File: src/design/jcp_pkg.sv
package jcp_pkg;

  localparam int unsigned INSTR_W = 32;
  localparam int unsigned ADDR_W  = 24;
  localparam int unsigned GPR_AW  = 4;
  localparam int unsigned DPP_IW  = 2;

  localparam logic [ADDR_W-1:0]  RESET_ADDR  = 24'h000000;
  localparam logic [ADDR_W-1:0]  ADDR_STEP   = 24'h000001;
  localparam logic [INSTR_W-1:0] FILLER_WORD = 32'h00000000;

  // One instruction slot as it sits in the decode stage
  typedef struct packed {
    logic               valid;
    logic               inject;
    logic [ADDR_W-1:0]  addr;
    logic [INSTR_W-1:0] word;
  } jcp_slot_t;

  // Decoder's view of the instruction currently in decode
  typedef struct packed {
    logic              cache_jump;
    logic              std_branch;
    logic              taken;
    logic              csp_change;
    logic              cp_write;
    logic              dpp_write;
    logic [DPP_IW-1:0] dpp_idx;
    logic              gpr_use;
    logic              dpp_use;
    logic [DPP_IW-1:0] dpp_use_idx;
    logic              rd_en;
    logic [GPR_AW-1:0] rd_reg;
    logic              wr_en;
    logic [GPR_AW-1:0] wr_reg;
    logic [ADDR_W-1:0] target;
  } jcp_dec_info_t;

  // Control tag carried by execute and writeback stages
  typedef struct packed {
    logic              valid;
    logic              inject;
    logic              wr_en;
    logic [GPR_AW-1:0] wr_reg;
    logic              cp_write;
    logic              dpp_write;
    logic [DPP_IW-1:0] dpp_idx;
  } jcp_stage_t;

  typedef enum logic {
    FWD_REGFILE,
    FWD_WB
  } jcp_fwd_t;

  localparam jcp_slot_t  SLOT_EMPTY  = '0;
  localparam jcp_stage_t STAGE_EMPTY = '0;

endpackage : jcp_pkg

File: src/design/jcp_pipe_ctrl.sv
module jcp_pipe_ctrl (
  input  wire logic                          ref_clk,
  input  wire logic                          sys_rst,
  input  wire logic                          fetch_rvalid,
  input  wire logic [jcp_pkg::INSTR_W-1:0]   fetch_rdata,
  input  wire jcp_pkg::jcp_dec_info_t        dec_info,
  input  wire logic                          irq_take,
  output logic                               fetch_req_q,
  output logic [jcp_pkg::ADDR_W-1:0]         fetch_addr_q,
  output jcp_pkg::jcp_slot_t                 dec_q,
  output jcp_pkg::jcp_stage_t                ex_q,
  output jcp_pkg::jcp_stage_t                wb_q,
  output jcp_pkg::jcp_fwd_t                  fwd_sel_q,
  output logic                               stale_cp_q,
  output logic                               stale_dpp_q,
  output logic                               cache_hit_q,
  output logic                               cache_valid_q
);
  import jcp_pkg::*;

  logic               fetch_req_d;
  logic [ADDR_W-1:0]  fetch_addr_d;
  jcp_slot_t          dec_d;
  jcp_stage_t         ex_d;
  jcp_stage_t         wb_d;
  jcp_fwd_t           fwd_sel_d;
  logic               stale_cp_d;
  logic               stale_dpp_d;
  logic               cache_hit_d;
  logic               cache_valid_d;
  logic [ADDR_W-1:0]  cache_tag_q;
  logic [ADDR_W-1:0]  cache_tag_d;
  logic [ADDR_W-1:0]  cache_tgt_q;
  logic [ADDR_W-1:0]  cache_tgt_d;
  logic [INSTR_W-1:0] cache_word_q;
  logic [INSTR_W-1:0] cache_word_d;
  logic               fill_pend_q;
  logic               fill_pend_d;
  logic [ADDR_W-1:0]  fill_tag_q;
  logic [ADDR_W-1:0]  fill_tag_d;

  logic dec_live;
  logic jump_taken;
  logic cj_taken;
  logic inval;
  logic hit;
  logic miss;
  logic fill_now;

  // Filler slots carry no decoder meaning
  assign dec_live   = dec_q.valid & ~dec_q.inject;
  assign jump_taken = dec_live & dec_info.taken & (dec_info.cache_jump | dec_info.std_branch);
  assign cj_taken   = dec_live & dec_info.taken & dec_info.cache_jump;
  assign inval      = irq_take | (dec_live & dec_info.csp_change);
  // Same-cycle interrupt also blocks the hit, keeping invalidation conservative
  assign hit        = cj_taken & cache_valid_q & (cache_tag_q == dec_q.addr) & ~inval;
  assign miss       = jump_taken & ~hit;
  assign fill_now   = fill_pend_q & fetch_rvalid & ~jump_taken;

  // Fetch and stage advance
  always_comb begin
    fetch_req_d  = 1'b1;
    fetch_addr_d = fetch_addr_q;
    dec_d        = SLOT_EMPTY;
    if (hit) begin
      // Cached target goes straight to decode; fetch resumes past it
      dec_d.valid  = 1'b1;
      dec_d.inject = 1'b0;
      dec_d.addr   = cache_tgt_q;
      dec_d.word   = cache_word_q;
      fetch_addr_d = cache_tgt_q + ADDR_STEP;
    end else if (jump_taken) begin
      // Word in flight is the fall-through; replace it with a filler
      dec_d.valid  = 1'b1;
      dec_d.inject = 1'b1;
      dec_d.addr   = dec_q.addr;
      dec_d.word   = FILLER_WORD;
      fetch_addr_d = dec_info.target;
    end else if (fetch_rvalid) begin
      // Untaken branches fall here and cost nothing extra
      dec_d.valid  = 1'b1;
      dec_d.inject = 1'b0;
      dec_d.addr   = fetch_addr_q;
      dec_d.word   = fetch_rdata;
      fetch_addr_d = fetch_addr_q + ADDR_STEP;
    end

    ex_d = STAGE_EMPTY;
    if (dec_q.valid) begin
      ex_d.valid     = 1'b1;
      ex_d.inject    = dec_q.inject;
      ex_d.wr_en     = dec_live & dec_info.wr_en;
      ex_d.wr_reg    = dec_info.wr_reg;
      ex_d.cp_write  = dec_live & dec_info.cp_write;
      ex_d.dpp_write = dec_live & dec_info.dpp_write;
      ex_d.dpp_idx   = dec_info.dpp_idx;
    end
    wb_d = ex_q;

    // Producer now in execute is in writeback when the consumer executes
    fwd_sel_d = FWD_REGFILE;
    if (dec_live && dec_info.rd_en && ex_q.valid && ex_q.wr_en
        && (ex_q.wr_reg == dec_info.rd_reg)) begin
      fwd_sel_d = FWD_WB;
    end

    // Pointer registers update in execute, too late for the next decode
    stale_cp_d  = dec_live & dec_info.gpr_use & ex_q.valid & ex_q.cp_write;
    stale_dpp_d = dec_live & dec_info.dpp_use & ex_q.valid & ex_q.dpp_write
                  & (ex_q.dpp_idx == dec_info.dpp_use_idx);
    cache_hit_d = hit;
  end

  always_ff @(posedge ref_clk) begin
    if (sys_rst) begin
      fetch_req_q  <= 1'b0;
      fetch_addr_q <= RESET_ADDR;
      dec_q        <= SLOT_EMPTY;
      ex_q         <= STAGE_EMPTY;
      wb_q         <= STAGE_EMPTY;
      fwd_sel_q    <= FWD_REGFILE;
      stale_cp_q   <= 1'b0;
      stale_dpp_q  <= 1'b0;
      cache_hit_q  <= 1'b0;
    end else begin
      fetch_req_q  <= fetch_req_d;
      fetch_addr_q <= fetch_addr_d;
      dec_q        <= dec_d;
      ex_q         <= ex_d;
      wb_q         <= wb_d;
      fwd_sel_q    <= fwd_sel_d;
      stale_cp_q   <= stale_cp_d;
      stale_dpp_q  <= stale_dpp_d;
      cache_hit_q  <= cache_hit_d;
    end
  end

  // Jump cache: one entry, filled from the target fetch after a cache jump miss
  always_comb begin
    cache_valid_d = cache_valid_q;
    cache_tag_d   = cache_tag_q;
    cache_tgt_d   = cache_tgt_q;
    cache_word_d  = cache_word_q;
    fill_pend_d   = fill_pend_q;
    fill_tag_d    = fill_tag_q;
    if (fill_now) begin
      cache_valid_d = 1'b1;
      cache_tag_d   = fill_tag_q;
      cache_tgt_d   = fetch_addr_q;
      cache_word_d  = fetch_rdata;
      fill_pend_d   = 1'b0;
    end
    if (miss && dec_info.cache_jump) begin
      // Old entry stays usable until the new target arrives
      fill_pend_d = 1'b1;
      fill_tag_d  = dec_q.addr;
    end else if (miss) begin
      fill_pend_d = 1'b0;
    end
    // Invalidation beats a fill landing in the same cycle
    if (inval) begin
      cache_valid_d = 1'b0;
      fill_pend_d   = 1'b0;
    end
  end

  always_ff @(posedge ref_clk) begin
    if (sys_rst) begin
      cache_valid_q <= 1'b0;
      cache_tag_q   <= RESET_ADDR;
      cache_tgt_q   <= RESET_ADDR;
      cache_word_q  <= FILLER_WORD;
      fill_pend_q   <= 1'b0;
      fill_tag_q    <= RESET_ADDR;
    end else begin
      cache_valid_q <= cache_valid_d;
      cache_tag_q   <= cache_tag_d;
      cache_tgt_q   <= cache_tgt_d;
      cache_word_q  <= cache_word_d;
      fill_pend_q   <= fill_pend_d;
      fill_tag_q    <= fill_tag_d;
    end
  end
endmodule : jcp_pipe_ctrl

File: config.mk
export PLATFORM = sky130hd
export DESIGN_NAME = jcp_pipe_ctrl
export DESIGN_NICKNAME = d
export VERILOG_FILES = /design/src/design/jcp_pkg.sv /design/src/design/jcp_pipe_ctrl.sv
export SDC_FILE = /design/constraint.sdc
export NUM_CORES = 1
export LEC_CHECK = 0
export BUFFER_PORTS_ARGS = -buffer_cell sky130_fd_sc_hd__buf_2
export CAP_MARGIN = 5
export CORE_UTILIZATION = 48
export DETAILED_ROUTE_END_ITERATION = 16
export GPL_TIMING_DRIVEN = 0
export PLACE_DENSITY = 0.72
export SKIP_CTS_REPAIR_TIMING = 1
export SLEW_MARGIN = 10
export SYNTH_ARGS = -nofsm -noshare
export SYNTH_HDL_FRONTEND = slang
export SYNTH_SLANG_ARGS = --single-unit
export TNS_END_PERCENT = 10
File: constraint.sdc
create_clock -name ref_clk -period 3.1 [get_ports ref_clk]
set_input_delay 0.62 -clock ref_clk [delete_from_list [all_inputs] [get_ports ref_clk]]
set_output_delay 0.62 -clock ref_clk [all_outputs]
set_load 0.02 [all_outputs]
==> results_dict.tcl, run 1 <==
set metrics [dict create \
    yosys_warnings 0 \
    setup_viol 0 \
    dp_hpwl_mm 21.39 \
    min_from "dec_info[27]" \
    hp-class "primary input to flip-flop" \
    syn_to_final_growth_pct 22.58 \
    finalNonFillerCells 1548 \
    p_per_area_mw_per_mm2 554.8 \
    cts_max_level 1 \
    path_max_fanout 10 \
    path_class "primary input to flip-flop" \
    p_clk_share_pct 47.2 \
    cts_buffer_depth 3 \
    fp.dieH_um 140.1 \
    reg2reg_from "dec_q[45]" \
    relSlewSlack_pct 28.18 \
    synth_edf_count 0 \
    hold_viol_final 0 \
    drtIter0Drc 677 \
    core_mm2 0.01871 \
    portBuffers 189 \
    cp-start-kind "primary input" \
    die_area_mm2 0.01962 \
    grt_max_degree 15 \
    track_usage_pct 29.44 \
    combPwrFrac_pct 6.9 \
    die_w_um 140.1 \
    layout.nets 1381 \
    rows 50 \
    vias 8882 \
    r2r_cells 8 \
    via_per_inst 5.738 \
    yosys-top-cells-count "nand2_1 (219), dfxtp_1 (215), a21oi_1 (88)" \
    status "finished, final reports clean" \
    initial_core_util_pct 48.93 \
    synth_top_cell_by_area "dfxtp_1" \
    yosysMostFrequentCell "nand2_1" \
    io_pins 192 \
    synth_seq_cells 215 \
    layout_min_cycle_time_ns 2.978 \
    cp.arrival_ns 3.38 \
    finalMaxSlewViolations 0 \
    worst_r2r_endpoint "fetch_addr_q[17]" \
    netlist_area_mm2 0.009153 \
    p_leak_nw 4.413 \
    post-synth-top-area-fraction_pct 47.03 \
    synth_async_sr_flop_share_pct 0 \
    post_drt_wl_per_cell_um 18.93 \
    grt_pass1_wl_mm 45.35 \
    vdd_drop_max_mv 0.4496 \
    cts-buffers-inserted 23 \
    overflow 0 \
    grt_antenna_before_repair 0 \
    place.gp.congestion 0.9844 \
    syn_nets 1167 \
    share_seq_of_total_power_pct 45.9 \
    cts_root_buf "clkbuf_16" \
    min_to "ex_q[7]" \
    first_pass_iters 6 \
    holdWs_ns 0.2975 \
    place_inst 1506 \
    n_antenna_cell 0 \
    ant_nets 0 \
    synth_cell_type_count 54 \
    synthFlopType "dfxtp_1" \
    final.period_utilization_pct 96.07 \
    drive_gt1_share_pct 18.95 \
    switchingPower_w 0.001475 \
    drc_errors 0 \
    clock_latency_ns 0.52 \
    tritoncts "built" \
    reg2reg_slack_ns 0.14 \
    tightest_slew_ns 1.070 \
    rsz0062_at_grt "false" \
    p_int_w 0.004749 \
    fmax_mhz 335.8 \
    cts_sinks 215 \
    clk_pin_slew_ns 0.06 \
    syn_inst 1083 \
    routed_wl_mm 29.30 \
    synth.yosys.seq_area_share_pct 47.03 \
    endpoint_kind "flip-flop" \
    cap_violations 0 \
    grt_pass1_vias 8375 \
    worstPathRequired_ns 3.51 \
    skew_ns 0.007003 \
    swShare_pct 23.70 \
    hold_depth 2 \
    syn_area_per_cell_um2 8.451 \
    synth_area_leaders "dfxtp_1 (47%), nand2_1 (9.0%), a21oi_1 (4.8%)" \
]
## worst max-delay path by stage
stage / startpoint / end / depth (start not counted)
4_1_cts: dec_info[45] / cache_tag_q[16] / 8
3_5_place_dp: dec_info[45] / cache_tag_q[16] / 8
6_report: dec_info[45] / fetch_addr_q[22] / 8
3_3_place_gp: dec_info[45] / fetch_addr_q[22] / 8
5_1_grt: dec_info[45] / cache_tag_q[0] / 8
2_1_floorplan: irq_take / fill_tag_q[3] / 7
## metal layers
layer | global-route usage [%] | up-vias | part of all wire (%)
met5 | 0 | - | 0
met2 | 47.37 | 448 | 45
met4 | 10.53 | 0 | 3.4
li1 | - | 4211 | -
met3 | 4.650 | 70 | 8.4
met1 | 40.00 | 4153 | 43
## state kept, by name (all words and copies together) (netlist names), 11 cells and up
register / flops
cache_tgt_q: 24
cache_tag_q: 24
wb_q: 11
fill_tag_q: 24
fetch_addr_q: 24
dec_q: 58
ex_q: 11
cache_word_q: 32
## critical path: stages
cell	delay, ns
buf_2	0.11
clkbuf_1	0.24
o21ai_1	0.90
nand2_1	0.38
nand2_1	0.34
clkbuf_1	0.47
a21oi_1	0.08
a22o_1	0.23
## final cells by class
cell class                 instances  area, µm²
tap                              234      292.8
clock buffer                      32      679.4
multi-input combinational        748       4373
clock inverter                    10      143.9
sequential                       215       4304
buffer                            88      360.3
timing repair buffer             189      945.9
fill                            1708       7486
inverter                          32      120.1
## through the flow
step	total power [W]	TNS (ns)	cell area [µm²]	util, %	setup WS (ns)
2_1_floorplan	0.003143	0	9153	-	0.6833
3_3_place_gp	0.003337	-24.18	10390	55.55	-0.3203
3_5_place_dp	0.003340	-25.75	10390	55.55	-0.3026
4_1_cts	0.006241	0	11210	59.95	0.2185
5_1_grt	0.006387	0	11220	59.98	0.05720
6_report	0.006224	0	11220	59.98	0.1218
## layout by cell type (no fill, tap or decap), drive strengths merged, types with 21 or more instances in the layout
master / n
nand2: 219
dfxtp: 215
buf: 203
clkbuf: 106
a21oi: 88
nand3: 57
nor2: 41
xnor2: 40
a311oi: 37
a22o: 34
inv: 32
xor2: 31
o21ai: 30
a31o: 24
nand4: 21
## logic make-up (layout without fill, tap and decap cells)
group / count (synthesis) / after routing / synth area share (%)
adder cells (fa/ha/maj): 2 / 2 / 0.2734
XOR/XNOR: 71 / 71 / 6.794
AO/OA/AOI/OAI: 248 / 248 / 18.55
flip-flops: 215 / 215 / 47.03
buffers and inverters: 120 / 351 / 5.249
AND/OR/NAND/NOR: 415 / 415 / 20.78
multiplexers: 12 / 12 / 1.326
## power by group through the flow
stage | clock, W | combinational, W | sequential, W
after floorplan | 0 | 0.000183 | 0.00296
after global placement | 0 | 0.000421 | 0.00292
after detailed placement | 0 | 0.000422 | 0.00292
after CTS | 0.00296 | 0.000425 | 0.00286
after global routing | 0.00307 | 0.000457 | 0.00286
final | 0.00294 | 0.000430 | 0.00286
Note: power is estimated with default switching activity, not from simulation.
==> run 2, diff against run 1 <==
--- a/config.mk
+++ b/config.mk
@@ -10,7 +10,8 @@
 export CORE_UTILIZATION = 48
 export DETAILED_ROUTE_END_ITERATION = 16
 export GPL_TIMING_DRIVEN = 0
-export PLACE_DENSITY = 0.72
+export PLACE_DENSITY = 0.75
+export SETUP_SLACK_MARGIN = 0.3
 export SKIP_CTS_REPAIR_TIMING = 1
 export SLEW_MARGIN = 10
 export SYNTH_ARGS = -nofsm -noshare
==> constraint.sdc (replaced) <==
create_clock -name ref_clk -period 2.6 [get_ports ref_clk]
set_input_delay 0.52 -clock ref_clk [delete_from_list [all_inputs] [get_ports ref_clk]]
set_output_delay 0.52 -clock ref_clk [all_outputs]
set_load 0.02 [all_outputs]
==> results_dict.tcl, run 2 (same netlist as run 1, synthesis figures left out) <==
set metrics [dict create \
    place.gp.congestion 0.9692 \
    relSlewSlack_pct 48.80 \
    final.period_utilization_pct 92.05 \
    ant_nets 0 \
    place_inst 1506 \
    worstPathRequired_ns 3.00 \
    setup_viol 0 \
    cts_root_buf "clkbuf_16" \
    path_max_fanout 10 \
    largest-register "dec_q" \
    cts_max_level 1 \
    reg.largest.list "dec_q (58), cache_word_q (32)" \
    vias 8928 \
    cts_buffer_depth 3 \
    drive_gt1_share_pct 21.57 \
    routed_wl_mm 29.14 \
    fp.dieH_um 140.1 \
    track_usage_pct 28.98 \
    die_w_um 140.1 \
    hold_viol_final 0 \
    grt-busiest-layer "met2" \
    cts-buffers-inserted 23 \
    die_area_mm2 0.01962 \
    io_pins 192 \
    cp.arrival_ns 2.80 \
    endpoint_kind "flip-flop" \
    status "finished, final reports clean" \
    cp-start-kind "flip-flop" \
    hold_depth 2 \
    finalNonFillerCells 1547 \
    tightest_slew_ns 0.7680 \
    layout_min_cycle_time_ns 2.393 \
    clock_latency_ns 0.52 \
    syn_to_final_growth_pct 23.43 \
    drtIter0Drc 861 \
    vdd_drop_max_mv 0.3977 \
    use_met2_pct 46.26 \
    initial_core_util_pct 48.93 \
    rows 50 \
    largest_reg_flops 58 \
    overflow 0 \
    finalMaxSlewViolations 0 \
    cts_sinks 215 \
    grt_pass1_vias 8344 \
    finish.utilization_pct 60.39 \
    final_cell_mix "nand2_1 (219), dfxtp_1 (202), buf_2 (194)" \
    portBuffers 189 \
    grt_max_degree 14 \
    layout_commonest_cell "nand2_1" \
    first_pass_iters 5 \
    cap_violations 0 \
    path_class "flip-flop to flip-flop" \
    core_mm2 0.01871 \
    holdWs_ns 0.2009 \
    p_per_area_mw_per_mm2 631.6 \
    post_drt_wl_per_cell_um 18.84 \
    use_met3_pct 5.538 \
    skew_ns 0.008465 \
    clk_pin_slew_ns 0.06 \
    grt_antenna_before_repair 1 \
    r2r_cells 7 \
    layout.nets 1383 \
    grt_pass1_wl_mm 44.76 \
    dp_hpwl_mm 21.33 \
    p_leak_nw 4.434 \
    tritoncts "built" \
    hp-class "primary input to flip-flop" \
    via_per_inst 5.771 \
    fmax_mhz 417.8 \
    met1_usage_pct 38.17 \
    rsz0062_at_grt "true" \
    drc_errors 0 \
]
run 2: changes by cell type in the layout (fill, tap and decap cells not counted), sizes merged:
cell / previous run / this run
bufinv: 3 / 1
clkbuf: 106 / 110
diode: 0 / 1
clkinvlp: 0 / 1
clkinv: 7 / 3
buf: 203 / 202
run 2: report_power, final:
part | switching (W) | internal (W)
Sequential | 0.0000588 | 0.00335
Combinational | 0.000341 | 0.000181
Clock | 0.00133 | 0.00188
run 2: final timing paths:
kind	startpoint	to	slack [ns]
worst min register to register	cache_word_q[26]	cache_word_q[26]	0.45
worst max-delay path	dec_q[56]	fetch_addr_q[5]	0.21
worst max register to register	dec_q[56]	fetch_addr_q[5]	0.21
worst min-delay path	dec_info[26]	ex_q[6]	0.20
run 2: final cells by class:
cell class / instances / area, µm²
plain buffers: 88 / 390.4
inverters: 32 / 120.1
diodes: 1 / 2.502
multi-input cells: 748 / 4471
flip-flops and latches: 215 / 4325
clock inverters: 5 / 71.32
repair buffers: 191 / 960.9
fillers: 1690 / 7408
clock buffers: 33 / 663.1
well taps: 234 / 292.8
run 2: through the flow:
step	cell area, µm²	TNS, ns	setup WS, ns	power (W)
final	11300	0	0.2067	0.007135
after global routing	11300	0	0.1095	0.007331
after CTS	11150	-10.68	-0.2510	0.007139
after detailed placement	10410	-84.40	-0.7001	0.003982
after global placement	10410	-75.37	-0.6179	0.003978
after floorplan	9173	0	0.3158	0.003748
run 2: per-layer routing:
layer | wire length, µm | share of wire, % | up-vias
met3 | 2646 | 9.1 | 95
met2 | 13240 | 45 | 447
met4 | 1293 | 4.4 | 0
li1 | - | - | 4223
met5 | 0 | 0 | -
met1 | 11970 | 41 | 4163
run 2: worst max-delay path, cell delays in order, from the launching register on:
cell      delay (ns)
dfxtp_2         0.34
and3b_2         0.33
o21a_1          0.14
clkbuf_1        0.27
clkbuf_2        0.35
clkbuf_2        0.37
nand2_1         0.17
o221a_2         0.30
